===== src/pkg/enh_map.svh =====
// Register addresses, field positions and reset values of the enhanced read/write map.
`ifndef ENH_MAP_SVH
`define ENH_MAP_SVH

// ----------------------------------------------------------------
// Command/pointer fields
// ----------------------------------------------------------------
`define CMD_POINT_HIGH 3'h1
`define POINT_HIGH_OFFSET 4'h8

// ----------------------------------------------------------------
// Write addresses
// ----------------------------------------------------------------
`define WA_COMMAND 4'h0
`define WA_SHARED_VECTOR 4'h2
`define WA_RX_PARAM 4'h3
`define WA_MISC_MODE 4'h4
`define WA_TX_PARAM 4'h5
`define WA_SYNC_FLAG 4'h7
`define WA_SHARED_MASTER 4'h9
`define WA_MISC_TXRX 4'ha
`define WA_OPTIONS 4'hf

// ----------------------------------------------------------------
// Read addresses and status images
// ----------------------------------------------------------------
`define RA_FIFO_LOW 4'h6
`define RA_FIFO_HIGH 4'h7
`define RA_NINE 4'h9
`define RA_ELEVEN 4'hb
`define RA_FOURTEEN 4'he
`define RR_RX_DATA 4'h8
`define RR_MISC_STATUS 4'ha
`define RR_TC_HIGH 4'hd
`define RR_EXT_STATUS 4'hf

// ----------------------------------------------------------------
// Field positions and reset values
// ----------------------------------------------------------------
`define OPT_ENH_BIT 0
`define OPT_FIFO_BIT 2
`define HID_EXT_READ_BIT 6
`define HID_WRITE_MASK 8'h7f
`define OPT_RESET 8'h00
`define HIDDEN_RESET 8'h00
`define SHARED_RESET 8'h00

`endif


===== src/pkg/enh_pkg.sv =====
// Types shared by the enhanced register map decoder.
package enh_pkg;
	typedef enum logic [1:0] {SRC_STATUS, SRC_WREG, SRC_HIDDEN} src_e;
endpackage


===== src/rtl/enhanced_register_map_decode.sv =====
// Pointer-addressed register map with enhancement options and extended read.
`timescale 1ns/1ns
`include "enh_map.svh"

module enhanced_register_map_decode
	import enh_pkg::*;
#(
	parameter int DW = 8
) (
	input wire logic mclk,
	input wire logic nrst,
	input wire logic rd_req,
	input wire logic wr_req,
	input wire logic data_sel,
	input wire logic chan_a,
	input wire logic [DW-1:0] wr_data,
	input wire logic [DW-1:0] rr_data,
	output logic [3:0] rr_index,
	output logic rr_chan_a,
	output logic [DW-1:0] rd_data,
	output logic rd_valid,
	output logic [DW-1:0] option_a,
	output logic [DW-1:0] option_b,
	output logic [DW-1:0] hidden_a,
	output logic [DW-1:0] hidden_b,
	output logic [DW-1:0] shared_vector,
	output logic [DW-1:0] shared_master
);
	// ----------------------------------------------------------------
	// Reset release
	// ----------------------------------------------------------------
	logic rst_s1_ff, rst_n;
	always_ff @(posedge mclk or negedge nrst) begin
		if (!nrst) begin
			rst_s1_ff <= 1'b0;
			rst_n <= 1'b0;
		end else begin
			rst_s1_ff <= 1'b1;
			rst_n <= rst_s1_ff;
		end
	end

	// ----------------------------------------------------------------
	// Read map decode
	// ----------------------------------------------------------------
	function automatic logic [5:0] read_map(input logic [3:0] p, input logic fifo,
		input logic ext);
		logic [5:0] r;
		r = {SRC_STATUS, p};
		case (p)
			4'h4, 4'h5: r = ext ? {SRC_WREG, p} : {SRC_STATUS, 2'b00, p[1:0]};
			`RA_FIFO_LOW, `RA_FIFO_HIGH:
				r = fifo ? {SRC_STATUS, p} : {SRC_STATUS, 2'b00, p[1:0]};
			`RA_NINE: r = ext ? {SRC_WREG, `WA_RX_PARAM} : {SRC_STATUS, `RR_TC_HIGH};
			`RA_ELEVEN: r = ext ? {SRC_WREG, `WA_MISC_TXRX} : {SRC_STATUS, `RR_EXT_STATUS};
			`RA_FOURTEEN: r = ext ? {SRC_HIDDEN, p} : {SRC_STATUS, `RR_MISC_STATUS};
			default: r = {SRC_STATUS, p};
		endcase
		return r;
	endfunction

	// ----------------------------------------------------------------
	// Register state
	// ----------------------------------------------------------------
	logic [3:0] ptr_ff, nxt_ptr;
	logic [DW-1:0] opt_a_ff, opt_b_ff, hid_a_ff, hid_b_ff, vec_ff, mst_ff;
	logic [DW-1:0] nxt_opt_a, nxt_opt_b, nxt_hid_a, nxt_hid_b, nxt_vec, nxt_mst;
	logic [DW-1:0] opt_sel, hid_sel;
	logic fifo_en, ext_en, ctl_rd, ctl_wr, mem_we;
	logic [5:0] map;

	assign opt_sel = chan_a ? opt_a_ff : opt_b_ff;
	assign hid_sel = chan_a ? hid_a_ff : hid_b_ff;
	assign fifo_en = opt_sel[`OPT_FIFO_BIT];
	// Extended read needs the enhancement enable as well as its own bit.
	assign ext_en = opt_sel[`OPT_ENH_BIT]
		& hid_sel[`HID_EXT_READ_BIT];
	assign ctl_rd = rd_req & ~data_sel;
	assign ctl_wr = wr_req & ~data_sel & ~rd_req;
	assign map = read_map(ptr_ff, fifo_en, ext_en);

	always_comb begin
		nxt_ptr = ptr_ff;
		nxt_opt_a = opt_a_ff;
		nxt_opt_b = opt_b_ff;
		nxt_hid_a = hid_a_ff;
		nxt_hid_b = hid_b_ff;
		nxt_vec = vec_ff;
		nxt_mst = mst_ff;
		mem_we = 1'b0;
		if (ctl_rd) begin
			nxt_ptr = 4'h0;
		end else if (ctl_wr) begin
			nxt_ptr = 4'h0;
			case (ptr_ff)
				`WA_COMMAND: begin
					nxt_ptr = {1'b0, wr_data[2:0]};
					if (wr_data[5:3] == `CMD_POINT_HIGH) begin
						nxt_ptr = `POINT_HIGH_OFFSET | {1'b0, wr_data[2:0]};
					end
				end
				`WA_SHARED_VECTOR: nxt_vec = wr_data;
				`WA_SHARED_MASTER: nxt_mst = wr_data;
				`WA_SYNC_FLAG: begin
					if (opt_sel[`OPT_ENH_BIT]) begin
						// Bit 7 is never stored, so it always reads back as zero.
						if (chan_a) begin
							nxt_hid_a = wr_data & `HID_WRITE_MASK;
						end else begin
							nxt_hid_b = wr_data & `HID_WRITE_MASK;
						end
					end else begin
						mem_we = 1'b1;
					end
				end
				`WA_OPTIONS: begin
					if (chan_a) begin
						nxt_opt_a = wr_data;
					end else begin
						nxt_opt_b = wr_data;
					end
				end
				default: mem_we = 1'b1;
			endcase
		end
	end

	always_ff @(posedge mclk or negedge rst_n) begin
		if (!rst_n) begin
			ptr_ff <= 4'h0;
			opt_a_ff <= `OPT_RESET;
			opt_b_ff <= `OPT_RESET;
			hid_a_ff <= `HIDDEN_RESET;
			hid_b_ff <= `HIDDEN_RESET;
			vec_ff <= `SHARED_RESET;
			mst_ff <= `SHARED_RESET;
		end else begin
			ptr_ff <= nxt_ptr;
			opt_a_ff <= nxt_opt_a;
			opt_b_ff <= nxt_opt_b;
			hid_a_ff <= nxt_hid_a;
			hid_b_ff <= nxt_hid_b;
			vec_ff <= nxt_vec;
			mst_ff <= nxt_mst;
		end
	end

	// ----------------------------------------------------------------
	// Read pipeline
	// ----------------------------------------------------------------
	// Stage one holds the decoded source; the status image is fetched from
	// outside during that cycle, so the answer costs two cycles but every
	// data output stays a flip-flop.
	logic [1:0] src_ff, nxt_src;
	logic [3:0] idx_ff, nxt_idx;
	logic chan_ff, nxt_chan, pend_ff, nxt_pend, valid_ff, nxt_valid;
	logic [DW-1:0] snap_ff, nxt_snap, data_ff, nxt_data, mem_rdata;

	always_comb begin
		nxt_src = src_ff;
		nxt_idx = idx_ff;
		nxt_chan = chan_ff;
		nxt_snap = snap_ff;
		nxt_pend = rd_req;
		nxt_valid = pend_ff;
		nxt_data = data_ff;
		if (rd_req) begin
			nxt_chan = chan_a;
			nxt_snap = hid_sel;
			if (data_sel) begin
				nxt_src = SRC_STATUS;
				nxt_idx = `RR_RX_DATA;
			end else begin
				nxt_src = map[5:4];
				nxt_idx = map[3:0];
			end
		end
		if (pend_ff) begin
			case (src_e'(src_ff))
				SRC_WREG: nxt_data = mem_rdata;
				SRC_HIDDEN: nxt_data = snap_ff;
				default: nxt_data = rr_data;
			endcase
		end
	end

	always_ff @(posedge mclk or negedge rst_n) begin
		if (!rst_n) begin
			src_ff <= SRC_STATUS;
			idx_ff <= 4'h0;
			chan_ff <= 1'b0;
			snap_ff <= '0;
			pend_ff <= 1'b0;
			valid_ff <= 1'b0;
			data_ff <= '0;
		end else begin
			src_ff <= nxt_src;
			idx_ff <= nxt_idx;
			chan_ff <= nxt_chan;
			snap_ff <= nxt_snap;
			pend_ff <= nxt_pend;
			valid_ff <= nxt_valid;
			data_ff <= nxt_data;
		end
	end

	wreg_mem #(.DW(DW), .AW(5)) u_wreg (
		.mclk(mclk),
		.rst_n(rst_n),
		.we(mem_we),
		.waddr({chan_a, ptr_ff}),
		.wdata(wr_data),
		.raddr(data_sel ? {chan_a, ptr_ff} : {chan_a, map[3:0]}),
		.rdata(mem_rdata)
	);

	assign rr_index = idx_ff;
	assign rr_chan_a = chan_ff;
	assign rd_data = data_ff;
	assign rd_valid = valid_ff;
	assign option_a = opt_a_ff;
	assign option_b = opt_b_ff;
	assign hidden_a = hid_a_ff;
	assign hidden_b = hid_b_ff;
	assign shared_vector = vec_ff;
	assign shared_master = mst_ff;
endmodule // enhanced_register_map_decode


===== src/rtl/wreg_mem.sv =====
// Small write-register store with a registered read port.
`timescale 1ns/1ns
module wreg_mem #(
	parameter int DW = 8,
	parameter int AW = 5
) (
	input wire logic mclk,
	input wire logic rst_n,
	input wire logic we,
	input wire logic [AW-1:0] waddr,
	input wire logic [DW-1:0] wdata,
	input wire logic [AW-1:0] raddr,
	output logic [DW-1:0] rdata
);
	logic [DW-1:0] mem [0:(1<<AW)-1];
	logic [DW-1:0] rdata_ff;
	logic [DW-1:0] nxt_rdata;

	// The array has no reset; software initialises every register it uses.
	always_ff @(posedge mclk) begin
		if (we) begin
			mem[waddr] <= wdata;
		end
	end

	always_comb begin
		nxt_rdata = mem[raddr];
	end

	always_ff @(posedge mclk or negedge rst_n) begin
		if (!rst_n) begin
			rdata_ff <= '0;
		end else begin
			rdata_ff <= nxt_rdata;
		end
	end

	assign rdata = rdata_ff;
endmodule // wreg_mem


===== config.mk =====
export PLATFORM = sky130hd
export DESIGN_NAME = enhanced_register_map_decode
export DESIGN_NICKNAME = d
export VERILOG_FILES = /design/src/pkg/enh_pkg.sv /design/src/rtl/enhanced_register_map_decode.sv /design/src/rtl/wreg_mem.sv
export VERILOG_INCLUDE_DIRS = /design/src /design/src/pkg
export SDC_FILE = /design/constraint.sdc
export NUM_CORES = 1
export LEC_CHECK = 0
export ABC_AREA = 1
export BUFFER_PORTS_ARGS = -buffer_cell sky130_fd_sc_hd__buf_2
export CORE_UTILIZATION = 35
export CTS_BUF_LIST = sky130_fd_sc_hd__clkbuf_4 sky130_fd_sc_hd__clkbuf_8
export DETAILED_ROUTE_END_ITERATION = 7
export PLACE_DENSITY = 0.55
export SLEW_MARGIN = 20
export SYNTH_ARGS = -nofsm -noshare
export SYNTH_HDL_FRONTEND = slang
export SYNTH_SLANG_ARGS = --single-unit

===== constraint.sdc =====
create_clock -name mclk -period 3.75 [get_ports mclk]
set_clock_uncertainty 0.15 [all_clocks]
set_input_delay 0.1875 -clock mclk [delete_from_list [all_inputs] [get_ports mclk]]
set_output_delay 0.1875 -clock mclk [all_outputs]
set_load 0.02 [all_outputs]

* Word level (Yosys, flattened, before mapping)
Memory sizes are Yosys's and may differ from the RTL's. A register that Yosys moved wholly into a read port is not among the register bits.
Cells that the tools add are included.
** Storage, ports and cells
- RAM bits :: 256
- Flip-flop bits (word level) :: 77
- ROM bits :: 0
- Latch bits :: 0
- Bits of input ports :: 22
- Memories :: 1
** Memories
- u_wreg.mem :: words 32, width 8, rd ports 1, clocked after Yosys merged registers in 1, write ports 1, line wreg_mem.sv:15 : logic [DW-1:0] mem [0:(1<<AW)-1];
** Cells by class
- Bitwise operators :: 8
- Shifts and indexed selects :: 0
- Add/sub/neg operators :: 0
- Mux-type cells :: 22
- Reduce and logical (&&, ||, !) cells :: 12
- Equal/unequal tests :: 12
- Multiply operators :: 0
- Divide/modulo/power cells :: 0
- $lt $le $gt $ge :: 0
** Operators with widths (number)
- 6-bit one-hot mux with 5 select lines :: 1
- 4-bit two-way mux :: 7
- 4-bit by 3-bit == test with 1-bit output, second input constant :: 4
- 4-bit == test, second input constant :: 4
- 8-bit one-hot mux with 2 select lines :: 1
- 5-bit two-way mux :: 3
- 5-bit AND reduction :: 2
- 4-bit AND reduction :: 2
- 7-bit two-way mux :: 1
- 6-bit two-way mux :: 1
- 3-bit AND reduction :: 2
- 1-bit two-way mux :: 5
- 1-bit AND :: 4
- 4-bit by 2-bit == test with 1-bit output, second input constant :: 1
- 4-bit logical NOT :: 1
- 1-bit NOT :: 4
- 2-bit OR reduction :: 2
- 4-bit OR reduction :: 1
- 3-bit by 1-bit == test with 1-bit output, second input constant :: 1
- 3-bit two-way mux :: 1
- 2-bit by 1-bit == test with 1-bit output, second input constant :: 1
- 2-bit == test, second input constant :: 1
- 2-bit two-way mux :: 1
- 1-bit one-hot mux with 2 select lines :: 1
- 2 further kinds :: 2

* Depth between registers and ports, before layout
- Word-level depth :: 7
- Gate-level depth with buffers :: 18

* Modules after synthesis
From an unflattened synthesis, not the netlist that was laid out.
** Unflattened totals
- Cells, all modules :: 1302
- Area, all modules :: 14236.2 sq um
** By module, submodules not included
- wreg_mem :: cells each 922, times used 1, area an instance 10826.6 sq um
- enhanced_register_map_decode :: cells each 380, times used 1, area an instance 3409.5 sq um

* Least setup slack after synthesis
No wires, ideal clock.
- Path type :: register to register
- Start point :: reg ptr_ff[0]
- End point :: mem u_wreg.mem[11][0] (enable)
- Period minus slack after synthesis :: 2.261 ns
- Setup slack :: 1.489 ns
- Data arrival time :: 1.741 ns
- Setup time :: 0.370 ns
- Path buffers :: 1
- Required time :: 3.230 ns
- Cell stages (with the launch flop) :: 9
- Cell sequence :: dfrtp_1 > buf_2 > nand2_1 > nor2_2 > nor2_2 > o211ai_1 > a21oi_1 > nand3_1 > nor2_1
** On the way
- Cells in the longest elaborated chain, start to end :: 7
- Elaborated cells on any way between the ends :: 11
** RTL lines
- from (decl) :: line enhanced_register_map_decode.sv:65 : logic [3:0] ptr_ff, nxt_ptr;
- from (signal assigned) :: line enhanced_register_map_decode.sv:138 : ptr_ff <= nxt_ptr;
- 4-bit == test (tied with other cells) :: line enhanced_register_map_decode.sv:95 : case (ptr_ff)
- 4-bit OR reduction (no line)
- 1-bit one-hot mux with 2 select lines :: line enhanced_register_map_decode.sv:95
- 1-bit two-way mux :: line enhanced_register_map_decode.sv:93 : end else if (ctl_wr) begin
- 1-bit two-way mux :: line enhanced_register_map_decode.sv:91 : if (ctl_rd) begin
- 1-bit two-way mux :: line wreg_mem.sv:21 : if (we) begin
- 1-bit two-way mux (implied by the code) :: line wreg_mem.sv:22 : mem[waddr] <= wdata;
- to (decl) :: line wreg_mem.sv:15
Parallel ways exist; a longest one is shown, timed or not.

* Final worst setup path
- Start point :: reg ptr_ff[0]
- End point :: mem u_wreg.mem[24][2] (enable)
The elaborated chain is that of the path after synthesis.

==> key figures <==
Status
  • Status: finished, violations left
  • Failing checks: DRC

Worst setup path
  • Startpoint types: flip-flop
  • Critical path class: flip-flop to flip-flop
  • Critical Path RT: 3.81 ns
  • Worst setup EP type: flip-flop
  • Crit path max fanout: 8
  • Worst Path Arrival: 3.18 ns

Routing
  • Initial DRC Count: 962
  • Drt pass-1 iters: 8
  • Routed length per instance: 18.4 um
  • Vias per cell: 5.04
  • DRC violations left: 12
  • Routed via count: 10.9k
  • WL final: 39.8 mm
  • Post-route ant nets: 0

Final layout
  • Final net count: 1,611
  • Multi-input combinational cell area: 4490 um2
  • Layout area overhead: 17.4%
  • Layout cells sized above 1: 0.145
  • Register area: 9790 um2
  • Fill cells: 4,029
  • Diodes inserted: 0

Synthesis
  • Flops & latches, synth: 340
  • Cell accounting for the most synthesized area: edfxtp_1
  • Sequential element share of the synthesized area: 0.669
  • Yosys cell types: 32
  • Area contributors post-synth: edfxtp_1 (53%), dfrtp_1 (14%), nand3_1 (12%)
  • Synthesized instance count: 1,416
  • Share of the synthesized area in the top cell type: 0.525
  • Warnings, synthesis: 0
  • Post-Syn Area per Cell: 10.3 um2
  • Mapped Area: 14,600 um2

Floorplanning
  • Die X: 207 um
  • Core box area: 41,000 um2
  • Core Rows: 74
  • Die footprint: 42,700 um2
  • Initial Utilization: 0.357
  • Boundary pin count: 84
  • Die H: 207 um

Power
  • P_sw: 2.33 mW
  • Pwr dens: 511 nW/um2
  • Comb pwr share: 0.130
  • Internal power consumption: 6.46 mW
  • Sw Ratio: 0.265
  • Pleak: 7.27 nW
  • Total power: 8.79 mW
  • Flop pwr share: 0.490
  • Clock Power Share: 0.379
  • Maximum vdd drop: 0.000279 V

Global routing
  • Initial antenna violation count: 0
  • Vias in the first global route: 10.6k
  • First-pass GRT wire length: 61.8 mm
  • Total congestion overflow: 0
  • Tot GR Track Use: 0.189
  • Maximum number of pins on one net before global-route repair: 129

Placement
  • I/O Buffers: 81
  • Post-DP HPWL: 24.4 mm
  • Routability congestion estimate: 0.902

Clock network
  • Insertion delay to the later sink of the worst-skew pair: 0.60 ns
  • Bufs on Longest Clock Path: 3
  • Clk slew on worst S/H paths: 0.06 ns
  • CTS Sinks: 340
  • H-tree levels: 2
  • Cts bufs inserted: 57
  • CTS tree: yes
  • Root Buffer: clkbuf_8

STA
  • Period Utilization, post-route: 0.832
  • Headroom to the max-slew limit: 0.275
  • Fmax: 320 MHz
  • Least-Margin Pin Slew: 1.08 ns
  • Max-slew violations: 0
  • Minimum clock period: 3.12 ns
  • Setup violations, final: 0
  • Setup TNS: 0 ns
  • Unrepaired setup endpoints after global routing: false
  • Hold Vio Cnt, Final: 0

Hold path
  • Worst min-delay path class: input port to flip-flop

Flow run
  • Max_cap viols: 0
## area by class of cell
cell class,instances,share of cell area
Timing Repair Buffer,137,0.0549
Inverter,40,0.00874
Sequential cell,340,0.570
Clock buffer,90,0.0619
Multi-Input combinational cell,1011,0.261
Clock inverter,8,0.00480
Tap cell,532,0.0387
## registers in the layout (all words and copies together) (netlist names)
signal and flops:
rr_index 4, nxt_valid 1, option_a 8, ptr_ff 4
snap_ff 7, u_wreg.mem 256, option_b 8, shared_master 8
src_ff 2, rd_valid 1, rst_n 1, hidden_b 7
rst_s1_ff 1, rr_chan_a 1, shared_vector 8, rd_data 8
u_wreg.rdata 8, hidden_a 7
## routing by layer
| layer | global-route usage | vias up | part of all wire |
|---|---|---|---|
| li1 | - | 5177 | - |
| met1 | 0.278 | 5325 | 0.47 |
| met2 | 0.293 | 313 | 0.45 |
| met3 | 0.0279 | 58 | 0.057 |
| met4 | 0.0433 | 0 | 0.015 |
| met5 | 0 | - | 0 |
## synthesized netlist by cell type
| cell type | instances |
|---|---|
| o21ai_2 | 1 |
| nand3_1 | 343 |
| ha_1 | 2 |
| nand4_2 | 1 |
| a22o_1 | 1 |
| o21ai_4 | 1 |
| a21boi_2 | 1 |
| conb_1 | 2 |
| clkinv_1 | 2 |
| nand2_2 | 5 |
| o21ai_0 | 63 |
| o211ai_1 | 1 |
| clkbuf_1 | 40 |
| a21oi_2 | 1 |
| a31oi_1 | 1 |
| nor2_2 | 3 |
| buf_1 | 3 |
| dfrtp_1 | 84 |
| edfxtp_1 | 256 |
| nand4_1 | 2 |
| o32ai_1 | 1 |
| nor2_4 | 1 |
| inv_1 | 32 |
| a21oi_1 | 18 |
| o21ai_1 | 2 |
| o22ai_1 | 11 |
| buf_2 | 22 |
| buf_6 | 7 |
| nand2_1 | 432 |
| nor2_1 | 53 |
| inv_2 | 6 |
| buf_4 | 18 |
## critical path, stage by stage, from the launching register on
cell and delay, ns:
dfrtp_1 0.48, nand2_1 0.17, nor2_2 0.08, nor2_2 0.20
o211ai_1 0.12, a21oi_1 0.32, nand3_1 0.33, nor2_1 0.86
## what timing repair did
| item | CTS | global route |
|---|---|---|
| setup buffers | 0 | 0 |
| hold buffers | 17 | 0 |
| resized for setup | 0 | 0 |
| endpoints found under the hold margin | 91 | 0 |
## power by group through the flow
| stage | combinational [mW] | sequential [mW] | clock [mW] |
|---|---|---|---|
| after floorplan | 0.691 | 4.40 | 0 |
| after global placement | 1.13 | 4.38 | 0 |
| after detailed placement | 1.13 | 4.38 | 0 |
| after CTS | 1.15 | 4.30 | 3.41 |
| after global routing | 1.28 | 4.32 | 3.58 |
| final | 1.15 | 4.31 | 3.33 |
## logic make-up after synthesis
kind of cell / after synthesis / share of synthesized area
simple gates: 840 / 0.247
flops: 340 / 0.669
buf+inv: 130 / 0.0434
compound gates: 102 / 0.0383
fa+ha+maj: 2 / 0.00171
other cells: 2 / 0.000513
## per-stage QoR
stage | cell area, um2 | std cells | utilization | hold WS [ns] | worst slack, ns
2_1_floorplan | 14900 | 1481 | - | -0.258 | 1.09
3_3_place_gp | 15900 | 2043 | 0.387 | -0.177 | 0.692
3_5_place_dp | 15900 | 2043 | 0.387 | -0.177 | 0.652
4_1_cts | 17200 | 2158 | 0.419 | 0.0285 | 0.635
5_1_grt | 17200 | 2158 | 0.419 | 0.0639 | 0.390
6_report | 17200 | 2158 | 0.419 | 0.0641 | 0.630
## placed cells by master (no fill, tap or decap)
| cell type | instances |
|---|---|
| nand2_1 | 430 |
| nand3_1 | 343 |
| edfxtp_1 | 256 |
| dfrtp_1 | 83 |
| buf_2 | 81 |
| conb_1 | 67 |
| o21ai_0 | 63 |
| clkbuf_8 | 62 |
| nor2_1 | 53 |
| buf_4 | 33 |
| inv_1 | 32 |
| clkbuf_4 | 28 |
| a21oi_1 | 18 |
| dlygate4sd3_1 | 17 |
| o22ai_1 | 11 |
| clkinv_1 | 8 |
| inv_2 | 6 |
| buf_12 | 6 |
| nand2_2 | 4 |
| nor2_2 | 3 |
| nand2_4 | 3 |
| nand4_1 | 2 |
| o21ai_1 | 2 |
| ha_1 | 2 |
| bufinv_16 | 2 |
| nor2_4 | 1 |
| a21oi_2 | 1 |
| a21boi_2 | 1 |
| o21ai_4 | 1 |
| nand4_4 | 1 |
| o21ai_2 | 1 |
| o211ai_1 | 1 |
| a22o_1 | 1 |
| o32ai_1 | 1 |
| a31oi_1 | 1 |
| dfrtp_4 | 1 |
## path summary, 6_finish.rpt
path                                  startpoint  cells past startpoint  slack (ns)                           to
hold / removal                        wr_data[0]                      1        0.06  u_wreg.mem[25][0]$_DFFE_PP_
setup / recovery           ptr_ff[0]$_DFFE_PN0P_                      7        0.63  u_wreg.mem[24][2]$_DFFE_PP_
setup reg to reg           ptr_ff[0]$_DFFE_PN0P_                      7        0.63  u_wreg.mem[24][2]$_DFFE_PP_
hold reg to reg              rst_s1_ff$_DFF_PN0_                      0        0.20              rst_n$_DFF_PN0_
min in group asynchronous                   nrst                      3        0.29              rst_n$_DFF_PN0_
max in group asynchronous        rst_n$_DFF_PN0_                      1        2.36      hidden_b[5]$_DFFE_PN0P_
Power figures use the tool's default switching activity.
